[config.mk]
export PLATFORM = sky130hd
export DESIGN_NAME = time_slot_assigner
export DESIGN_NICKNAME = d
export VERILOG_FILES = /design/src/slot_assigner_pkg.sv /design/src/time_slot_assigner.sv
export VERILOG_INCLUDE_DIRS = /design/src
export SDC_FILE = /design/constraint.sdc
export NUM_CORES = 1
export LEC_CHECK = 0
export BUFFER_PORTS_ARGS = -buffer_cell sky130_fd_sc_hd__buf_2
export CORE_UTILIZATION = 57
export DETAILED_ROUTE_END_ITERATION = 12
export GPL_TIMING_DRIVEN = 0
export PLACE_DENSITY = 0.81
export RECOVER_POWER = 50
export SYNTH_ARGS = -nofsm -noshare
export SYNTH_HDL_FRONTEND = slang
export SYNTH_SLANG_ARGS = --single-unit
[constraint.sdc]
create_clock -name hclk -period 3.7 [get_ports hclk]
set_input_delay 0.37 -clock hclk [delete_from_list [all_inputs] [get_ports hclk]]
set_output_delay 0.37 -clock hclk [all_outputs]
set_load 0.05 [all_outputs]
[src/slot_assigner_consts.svh]
// Purpose: Constants for the receive and transmit time slot assigners
// Assumes: 32-bit AHB-Lite word registers, 125 MHz hclk
// Notes: Offsets are byte addresses
`ifndef SLOT_ASSIGNER_CONSTS_SVH
`define SLOT_ASSIGNER_CONSTS_SVH

`define OFS_RX_COMMAND_STATUS 8'h00
`define OFS_RX_IRQ_CONTROL_WINDOW 8'h04
`define OFS_TX_COMMAND_STATUS 8'h08
`define OFS_TX_IRQ_CONTROL_WINDOW 8'h0C
`define OFS_PORT_PIN_CONTROL 8'h10

`define CMD_FIELD_MSB 15
`define CMD_FIELD_LSB 12
`define CMD_SLOT_DATA 4'h4
`define CMD_CUR_LEVEL 4'h5
`define CMD_IRQ_LEVEL 4'h6
`define CMD_DMA_LEVEL 4'h7

`define WIN_ROUTE_BIT 8
`define WIN_SLOT_MSB 15
`define WIN_SLOT_LSB 9
`define WIN_OFF_MSB 15
`define WIN_OFF_LSB 13
`define WIN_CNT_MSB 12
`define WIN_CNT_LSB 9

`define PCR_TX_GATE_MSB 9
`define PCR_TX_GATE_LSB 8
`define PCR_RX_GATE_MSB 7
`define PCR_RX_GATE_LSB 6
`define PIN_MODE_GATE 2'h1

`define RST_WINDOW_SEL 2'h1
`define RST_PCR 16'h0000
`define BITS_PER_SLOT 10'h008

`endif

[src/slot_assigner_pkg.sv]
// Purpose: Types shared by the time slot assigner
// Assumes: Constants come from slot_assigner_consts.svh
// Notes: Index 0 is receive, index 1 is transmit
package slot_assigner_pkg;

  typedef enum logic [1:0] {
    ST_HOLD = 2'b00,
    ST_WAIT = 2'b01,
    ST_PASS = 2'b10,
    ST_FREE = 2'b11
  } asg_state_t;

  typedef struct packed {
    logic rx_clk_gated;
    logic tx_clk_gated;
    logic port3_out;
    logic port3_oe;
    logic port4_out;
    logic port4_oe;
  } link_pins_t;

  typedef struct packed {
    logic [7:0] rx_level;
    logic [7:0] tx_level;
  } fifo_levels_t;

  typedef struct packed {
    logic [1:0][1:0] win_sel;
    logic [1:0][7:0] icr_low;
    logic [1:0][6:0] slot;
    logic [1:0][2:0] offset;
    logic [1:0][3:0] count;
    logic [1:0][7:0] irq_level;
    logic [1:0][7:0] dma_level;
    logic [15:0] port_pin_control;
    logic [1:0] clk_s1;
    logic [1:0] clk_s2;
    logic [1:0] clk_s3;
    logic fs_s1;
    logic fs_s2;
    asg_state_t [1:0] st;
    logic [1:0][9:0] ctr;
    logic [1:0] gated;
    logic [7:0] addr;
    logic wr_pend;
    logic rd_pend;
    logic [31:0] rdata;
  } asg_regs_t;

endpackage

[src/time_slot_assigner.sv]
// Purpose: Receive and transmit time slot assigners with AHB-Lite registers
// Assumes: Bit clocks and frame sync are asynchronous pins, far slower than hclk
// Notes: Bit clocks are gated by edge tracking in hclk, not by clock gating cells
`timescale 1ns/10ps
`include "slot_assigner_consts.svh"

module time_slot_assigner (
  // Clock, reset, enable
  input wire logic hclk,
  input wire logic hresetn,
  input wire logic clk_en,
  // AHB-Lite slave
  input wire logic hsel,
  input wire logic [31:0] haddr,
  input wire logic [1:0] htrans,
  input wire logic hwrite,
  input wire logic [2:0] hsize,
  input wire logic hready,
  input wire logic [31:0] hwdata,
  output logic hreadyout,
  output logic hresp,
  output logic [31:0] hrdata,
  // Link pins
  input wire logic rx_bit_clock,
  input wire logic tx_bit_clock,
  input wire logic frame_sync_n,
  output slot_assigner_pkg::link_pins_t link_pins,
  // FIFO levels from the protocol engines
  input wire slot_assigner_pkg::fifo_levels_t fifo_levels
);
  import slot_assigner_pkg::*;

  asg_regs_t cur_ff;
  asg_regs_t nxt_regs;
  logic [1:0] clk_rise;
  logic [1:0] clk_fall;
  logic [1:0] enabled;
  logic fs_low;
  logic [7:0] cur_level [2];
  logic [31:0] read_value;
  logic addr_take;

  assign clk_rise = cur_ff.clk_s2 & ~cur_ff.clk_s3;
  assign clk_fall = ~cur_ff.clk_s2 & cur_ff.clk_s3;
  assign fs_low = ~cur_ff.fs_s2;
  assign cur_level[0] = fifo_levels.rx_level;
  assign cur_level[1] = fifo_levels.tx_level;
  assign addr_take = hsel & htrans[1] & hready;

  // Transmitter or receiver currently given its clock
  genvar gi;
  generate
    for (gi = 0; gi < 2; gi++) begin : g_dir
      assign enabled[gi] = (cur_ff.st[gi] == ST_PASS) || (cur_ff.st[gi] == ST_FREE);
    end
  endgenerate

  // Read mux over current state
  always_comb begin
    logic [1:0] d;
    logic [7:0] upper;
    d = 2'h0;
    upper = 8'h00;
    read_value = 32'h0000_0000;
    case (cur_ff.addr)
      `OFS_RX_COMMAND_STATUS, `OFS_TX_COMMAND_STATUS: begin
        d = (cur_ff.addr == `OFS_TX_COMMAND_STATUS) ? 2'h1 : 2'h0;
        read_value[`CMD_FIELD_MSB:`CMD_FIELD_LSB] = {2'h1, cur_ff.win_sel[d[0]]};
        read_value[2:0] = {enabled[d[0]], cur_ff.st[d[0]]};
      end
      `OFS_RX_IRQ_CONTROL_WINDOW, `OFS_TX_IRQ_CONTROL_WINDOW: begin
        d = (cur_ff.addr == `OFS_TX_IRQ_CONTROL_WINDOW) ? 2'h1 : 2'h0;
        case ({2'h1, cur_ff.win_sel[d[0]]})
          `CMD_SLOT_DATA: upper = {cur_ff.slot[d[0]], 1'b0};
          `CMD_CUR_LEVEL: upper = cur_level[d[0]];
          `CMD_IRQ_LEVEL: upper = cur_ff.irq_level[d[0]];
          `CMD_DMA_LEVEL: upper = cur_ff.dma_level[d[0]];
          default: upper = 8'h00;
        endcase
        read_value[15:0] = {upper, cur_ff.icr_low[d[0]]};
      end
      `OFS_PORT_PIN_CONTROL: read_value[15:0] = cur_ff.port_pin_control;
      default: read_value = 32'h0000_0000;
    endcase
  end

  always_comb begin
    logic dir;
    logic [3:0] cmd;
    logic [9:0] wait_bits;
    logic [9:0] pass_bits;
    dir = 1'b0;
    cmd = 4'h0;
    wait_bits = 10'h000;
    pass_bits = 10'h000;
    nxt_regs = cur_ff;
    // Pin synchronisers; stage one feeds only stage two
    nxt_regs.clk_s1 = {tx_bit_clock, rx_bit_clock};
    nxt_regs.clk_s2 = cur_ff.clk_s1;
    nxt_regs.clk_s3 = cur_ff.clk_s2;
    nxt_regs.fs_s1 = frame_sync_n;
    nxt_regs.fs_s2 = cur_ff.fs_s1;

    for (int i = 0; i < 2; i++) begin
      wait_bits = `BITS_PER_SLOT * {3'h0, cur_ff.slot[i]} + {7'h00, cur_ff.offset[i]};
      pass_bits = `BITS_PER_SLOT * {6'h00, cur_ff.count[i]};
      // Gated copy follows the bit clock only while enabled before the edge
      if (clk_rise[i]) begin
        nxt_regs.gated[i] = enabled[i];
      end else if (clk_fall[i]) begin
        nxt_regs.gated[i] = 1'b0;
      end
      if (cur_ff.count[i] == 4'h0) begin
        nxt_regs.st[i] = ST_FREE;
      end else if (clk_rise[i]) begin
        // Both directions see the same sync sample
        if (fs_low) begin
          if (wait_bits == 10'h000) begin
            nxt_regs.st[i] = ST_PASS;
            nxt_regs.ctr[i] = pass_bits;
          end else begin
            nxt_regs.st[i] = ST_WAIT;
            nxt_regs.ctr[i] = wait_bits;
          end
        end else begin
          case (cur_ff.st[i])
            ST_WAIT: begin
              if (cur_ff.ctr[i] == 10'h001) begin
                nxt_regs.st[i] = ST_PASS;
                nxt_regs.ctr[i] = pass_bits;
              end else begin
                nxt_regs.ctr[i] = cur_ff.ctr[i] - 10'h001;
              end
            end
            ST_PASS: begin
              if (cur_ff.ctr[i] == 10'h001) begin
                nxt_regs.st[i] = ST_HOLD;
              end
              nxt_regs.ctr[i] = cur_ff.ctr[i] - 10'h001;
            end
            ST_FREE: nxt_regs.st[i] = ST_HOLD;
            ST_HOLD: nxt_regs.st[i] = ST_HOLD;
            default: nxt_regs.st[i] = ST_HOLD;
          endcase
        end
      end else if (cur_ff.st[i] == ST_FREE) begin
        // Gating switched back on: wait for the next sync
        nxt_regs.st[i] = ST_HOLD;
      end
    end

    // Reads take one wait state so the data flop sees prior writes
    nxt_regs.rd_pend = 1'b0;
    if (cur_ff.rd_pend) begin
      nxt_regs.rdata = read_value;
    end
    if (cur_ff.wr_pend) begin
      dir = (cur_ff.addr == `OFS_TX_COMMAND_STATUS)
            || (cur_ff.addr == `OFS_TX_IRQ_CONTROL_WINDOW);
      cmd = hwdata[`CMD_FIELD_MSB:`CMD_FIELD_LSB];
      case (cur_ff.addr)
        `OFS_RX_COMMAND_STATUS, `OFS_TX_COMMAND_STATUS: begin
          // Other command codes leave the window alone
          if (cmd[3:2] == 2'h1) begin
            nxt_regs.win_sel[dir] = cmd[1:0];
          end
        end
        `OFS_RX_IRQ_CONTROL_WINDOW, `OFS_TX_IRQ_CONTROL_WINDOW: begin
          nxt_regs.icr_low[dir] = hwdata[7:0];
          case ({2'h1, cur_ff.win_sel[dir]})
            `CMD_SLOT_DATA: begin
              if (hwdata[`WIN_ROUTE_BIT]) begin
                nxt_regs.offset[dir] = hwdata[`WIN_OFF_MSB:`WIN_OFF_LSB];
                nxt_regs.count[dir] = hwdata[`WIN_CNT_MSB:`WIN_CNT_LSB];
              end else begin
                nxt_regs.slot[dir] = hwdata[`WIN_SLOT_MSB:`WIN_SLOT_LSB];
              end
            end
            `CMD_IRQ_LEVEL: nxt_regs.irq_level[dir] = hwdata[15:8];
            `CMD_DMA_LEVEL: nxt_regs.dma_level[dir] = hwdata[15:8];
            default: nxt_regs.irq_level[dir] = cur_ff.irq_level[dir];
          endcase
        end
        `OFS_PORT_PIN_CONTROL: nxt_regs.port_pin_control = hwdata[15:0];
        default: nxt_regs.port_pin_control = cur_ff.port_pin_control;
      endcase
    end
    nxt_regs.wr_pend = 1'b0;
    if (addr_take) begin
      nxt_regs.addr = haddr[7:0];
      nxt_regs.wr_pend = hwrite;
      nxt_regs.rd_pend = ~hwrite;
    end
    if (!clk_en) begin
      nxt_regs = cur_ff;
    end
  end

  always_ff @(posedge hclk or negedge hresetn) begin
    if (!hresetn) begin
      cur_ff <= '0;
      cur_ff.win_sel <= {`RST_WINDOW_SEL, `RST_WINDOW_SEL};
      cur_ff.port_pin_control <= `RST_PCR;
      cur_ff.clk_s1 <= 2'h0;
      cur_ff.fs_s1 <= 1'b1;
      cur_ff.fs_s2 <= 1'b1;
    end else begin
      cur_ff <= nxt_regs;
    end
  end

  assign hreadyout = ~cur_ff.rd_pend;
  assign hresp = 1'b0;
  assign hrdata = cur_ff.rdata;

  // Outside drivers follow the gate; idle pins are released
  // Gate also covers the last passed pulse, which outlives the state change
  always_comb begin
    link_pins.rx_clk_gated = cur_ff.gated[0];
    link_pins.tx_clk_gated = cur_ff.gated[1];
    link_pins.port4_oe = (cur_ff.port_pin_control[`PCR_TX_GATE_MSB:`PCR_TX_GATE_LSB] == `PIN_MODE_GATE);
    link_pins.port4_out = ~(enabled[1] | cur_ff.gated[1]);
    link_pins.port3_oe = (cur_ff.port_pin_control[`PCR_RX_GATE_MSB:`PCR_RX_GATE_LSB] == `PIN_MODE_GATE);
    link_pins.port3_out = ~(enabled[0] | cur_ff.gated[0]);
  end
endmodule

# Word level (Yosys, flattened, before mapping)
# Index checks and enable logic that the tools add are counted.
[totals]
ff_bits = 156
in_bits = 94
output_inout_bits = 40
[op_classes]
addsub = 4
magnitude_cmp = 5
eq_ne = 26
muxes = 77
bitwise_logic = 17
n_reduce_logical = 37
[ops]
columns = ["cell", "count"]
rows = [
  ["$mux 8", 12],
  ["$bwmux 16", 4],
  ["$mux 10", 6],
  ["$mux 2", 24],
  ["$pmux 10 s2", 2],
  ["$pmux 16 s2", 1],
  ["$pmux 8 s4", 1],
  ["$reduce_and 4->1", 7],
  ["$mux 7", 3],
  ["$add 10x3->10", 2],
  ["$eq 10x1->1 const B", 2],
  ["$logic_not 10->1", 2],
  ["$sub 10x1->10 const B", 2],
  ["$pmux 9 s2", 1],
  ["$eq 2x2->1 const B", 8],
  ["$eq 8x4->1 const B", 2],
  ["$bwmux 14", 1],
  ["$eq 2x1->1 const B", 6],
  ["$pmux 2 s3", 2],
  ["$pmux 4 s3", 1],
  ["$ne 5x3->1 const B", 2],
  ["$ne 5x5->1 const B", 2],
  ["$reduce_and 5->1", 2],
  ["$reduce_or 2->1", 5],
  ["33 further kinds", 66],
]

# Longest topological paths before layout
[depth]
word_depth = 8
depth_mapped = 10
mapped_depth_nobuf = 8

# Worst setup path after synthesis
# OpenSTA, ideal clock, no wires.
[synth_path]
path_type = "reg2reg"
start = "register cur_ff[35] (netlist bit)"
end = "register cur_ff[108] (netlist bit)"
setup_ns = 0.125
arrival_ns = 2.824
t_required_ns = 3.575
path_slack_ns = 0.751
stages_incl_launch_ff = 11
path_buffers = 2
period_less_slack_ns = 2.949
path_cell_list = "dfrtp_1 -> or4_1 -> nor2_1 -> buf_2 -> nand2_1 -> nor2_1 -> mux2_2 -> ha_1 -> and3_1 -> buf_2 -> mux2_2"
[synth_between]
elab_chain_len = 8
word_cells_on_any_way = 23
classes_between = "order compare: 2; eq/ne: 5; mux: 9; bitwise: 1; reduce/logical: 6"
[synth_rtl]
columns = ["item", "line", "source"]
rows = [
  ["from (decl)", "time_slot_assigner.sv:33", "asg_regs_t cur_ff;"],
  ["from (signal assigned)", "time_slot_assigner.sv:208", "cur_ff <= nxt_regs;"],
  ["$eq 8x4->1", "n/a", ""],
  ["$logic_or 1x1->1", "time_slot_assigner.sv:158", "dir = (cur_ff.addr == `OFS_TX_COMMAND_STATUS)"],
  ["$lt 1x2->1 (not written as such) (tied with other cells)", "time_slot_assigner.sv:179, time_slot_assigner.sv:181", ""],
  ["$logic_and 1x1->1 (not written as such) or $mux 2 (tied branches)", "time_slot_assigner.sv:179, time_slot_assigner.sv:181, time_slot_assigner.sv:170", ""],
  ["$mux 8 (not written as such) (tied with other cells)", "time_slot_assigner.sv:179, time_slot_assigner.sv:181", ""],
  ["$demux 8 s1 or $reduce_or 2->1 (tied branches)", "n/a", ""],
  ["$bwmux 16 (tied with other cells)", "time_slot_assigner.sv:181", "default: nxt_regs.irq_level[dir] = cur_ff.irq_level[dir];"],
  ["$pmux 16 s2 or $reduce_and 4->1 (tied branches)", "n/a", ""],
]
# Several ways; a longest one is shown, not always the timed one. The select of a mux whose other input is x is not followed.
# A chain may end at the register's enable or synchronous reset.

# Worst setup path after layout
[layout_path]
start = "register cur_ff[35] (netlist bit)"
end = "register cur_ff[116] (netlist bit)"
# Same word-level chain as after synthesis.

==> metrics.md <==
| Metric | Value |
|---|---|
| Row Count | 43 |
| Largest fanout on the critical path | 10 |
| GPL Wtd Cong | 0.943 |
| Ports | roughly 130 |
| Critical path arrival | between 3 and 4 ns |
| CTS tree | built |
| Setup ws final | approximately 0.26 ns |
| Seq pwr share | 0.420 |
| Remaining antenna violation count | 0 |
| Via density per instance | between 6 and 7 |
| Synth Area in Simple Gates | 0.103 |
| Max-slew violations | 69 |
| WS Path Type | reg2reg |
| Hold Buf Count CTS | 1 |
| Asr flop ratio synth | 1.00 |
| Yosys top cell area share | 0.470 |
| Finish-stage setup viols | 0 |
| Register area share after synthesis | 0.483 |
| Synth Flop Type | dfrtp_1 |
| Placed Instance Area | between 8000 and 9000 um^2 |
| TNS Setup | 0 ns |
| Crit path required time | about 4.0 ns |
| CP delay by family, top | simple AND/OR/NAND/NOR gates |
| Vias in the first global route | approximately 6,200 |
| Pin count of the biggest net entering global routing | 90 |
| # nets final | approximately 920 |
| Tcrit/Tclk final | 0.929 |
| Worst path cell trace | or4_1 -> nor2_1 -> buf_2 -> nand2_1 -> nor2_1 -> mux2_2 -> ha_1 -> and3_1 -> buf_2 -> mux2_2 |
| MaxCap Viol Count | 1 |
| PwrDens | approximately 480 nW/um^2 |
| Switch Pwr | about 1300 uW |
| Grt ovf | 0 |
| Fmax | between 200 and 300 MHz |
| Post-detail-place hpwl | ~14 mm |
| Die area | around 15,000 um^2 |
| Global Route Usage Sum | 0.287 |
| Compound-Gate Fraction of Synth Area | 0.115 |
| Max-Slew Margin vs Limit | -0.0819 |
| Post-Syn Area | approximately 8100 um^2 |
| H-tree level count | 4 |
| Outcome | complete, but fails checks |
| Post-synth EDFFs | 0 |
| Crit path buf inv count | 2 |
| Post-placement setup slack | between 0.3 and 0.4 ns |
| PortBufs | 70 |
| Num CTS Buffers | 17 |
| DRC violation count after routing | 0 |
| Routed WL | ~20 mm |
| Synth cell count leaders | 152 x dfrtp_1, 115 x mux2_2, 53 x o21ai_0, 48 x nand2_1, 39 x buf_4 |
| Slowest stage cell, crit path | or4_1 |
| Initial antenna violation count | 0 |
| Power share of the combinational group | 0.189 |
| Slowest stage delay, CP | approximately 0.57 ns |
| Violated checks | max-capacitance violations, max-slew violations |
| Lkg Pwr | between 0.004 and 0.005 uW |
| DR vias | approximately 6,300 |
| Clock power frac | 0.391 |
| Most frequent cell after synthesis | dfrtp_1 |
| Post-route cell area | between 9000 and 10,000 um^2 |
| Die Y | 121 um |
| HP Class | in2reg |
| Sw Share | 0.287 |
| Endpoints failing hold | 0 |
| Clock Tree Buf Depth | 2 |
| Initial core utilization | 0.583 |
| Drt wl/cell | around 20 um |
| Clk_lat worst skew | ~0.43 ns |
| Fin crit period | 3.44 ns |
| Worst slew pin tran | 1.62 ns |
| Synth warn | 0 |
| DR pass1 iterations | 5 |
| Antenna cells | 0 |
| Share of cells above drive strength 1 | 0.335 |
| First-pass GRT wire length | about 32 mm |
| Library cells used by synthesis | 67 |
| Int Pwr | between 3000 and 4000 uW |
| CP Capture Type | register |
| Yosys reg bits | 156 |
| Top post-synthesis cells by area | dfrtp_1 47%, mux2_2 16%, buf_4 3.6% |
| Worst Skew | around 0.009 ns |
| Core area | ~14,000 um^2 |
| Die X-Extent | approximately 120 um |
| Postcts setup bufs | 0 |
| Post-synthesis mux area share | 0.214 |
| Area growth, synth to finish | 15.2% |
| Avg Inst Size Synth | about 11 um^2 |
| Largest family of logic cells by synthesized area | multiplexers |
| # resized after CTS | 0 |
| Syn Inst Count | ~710 |
| Area leader, netlist | dfrtp_1 |
| Clock slew at reported path FFs | roughly 0.060 ns |
| Max VDD drop | roughly 360 uV |
| CP Launch Type | register |
| Adder-cell share of the synthesized area | 0.0139 |
| Clk Tree Root Cell | clkbuf_16 |
| Post-synthesis share of cell area spent on xor and xnor gates | 0.00541 |
| DRT iter0 DRCs | around 580 |
| # clock sinks | between 150 and 200 |
| RSZ-0062 raised after global routing | false |
[registers in the layout (all words and copies together), names as in the netlist]
name	flops
hrdata	16
cur_ff	138
link_pins	2
[power groups by stage]
stage / clock (uW) / combinational [uW] / sequential [uW]
floorplan: 0 / 626 / 1890
global placement: 0 / 806 / 1910
detailed placement: 0 / 838 / 1910
CTS: 1770 / 848 / 1890
global route: 1840 / 913 / 1900
finish: 1760 / 850 / 1890
[metal layers]
metal  GRT usage  share of wire
met1       0.369           0.40
met3      0.0414          0.063
met5           0              0
met2       0.474           0.50
met4       0.147          0.036
[per-stage QoR]
stage	utilization	total power, uW	hold slack [ns]	std cells
after global routing	0.672	4650	0.153	1009
after floorplan	-	2510	0.0744	728
after detailed placement	0.631	2750	0.415	979
final	0.672	4500	0.155	1009
after global placement	0.629	2720	0.466	978
after CTS	0.674	4510	0.150	1009
[layout by cell type (no fill, tap or decap), drive strengths merged, types with 5 or more instances in the layout]
cell	instances
a211oi	6
mux2	115
conb	17
nor2	30
dfrtp	152
and3	10
o22ai	6
a21oi	26
nor3	10
nor3b	5
buf	111
o21ai	53
inv	17
nand3	6
a22oi	10
or4	10
nand2	49
mux4	10
clkbuf	61
ha	9
nor4	7
mux2i	21
clkinv	5
nor2b	7
[layout make-up]
| class | instances | area, um^2 |
|---|---|---|
| fillers | 1042 | 4560 |
| clock buffers | 21 | 470 |
| clock inverters | 8 | 118 |
| multi-input cells | 474 | 3710 |
| plain buffers | 80 | 463 |
| well taps | 180 | 225 |
| inverters | 18 | 67.6 |
| flip-flops and latches | 156 | 3910 |
| repair buffers | 72 | 358 |
[kinds of logic after synthesis]
kind of cell    count (synthesis)
compound gates                143
xor+xnor                        5
fa+ha+maj                       9
other cells                     1
buf+inv                        98
simple gates                  154
mux                           146
flops                         156
[worst reg2reg max path: stages, from the launching register on]
cell	delay, ns
dfrtp_1	0.37
or4_1	0.57
nor2_1	0.19
buf_2	0.25
nand2_1	0.10
nor2_1	0.37
mux2_2	0.41
ha_1	0.30
and3_1	0.15
buf_2	0.24
mux2_2	0.38
[worst paths after layout]
| path | slack, ns | endpoint | from | depth (start not counted) |
|---|---|---|---|---|
| max in group asynchronous | 0.73 | cur_ff[124] | hresetn | 3 |
| worst min register to register | 0.48 | hrdata[7] | hrdata[7] | 2 |
| worst max register to register | 0.26 | cur_ff[116] | cur_ff[35] | 10 |
| worst max-delay path | 0.26 | cur_ff[116] | cur_ff[35] | 10 |
| worst min-delay path | 0.16 | cur_ff[32] | hwrite | 2 |
| min in group asynchronous | 0.92 | cur_ff[75] | hresetn | 2 |
Power figures use the tool's default switching activity.
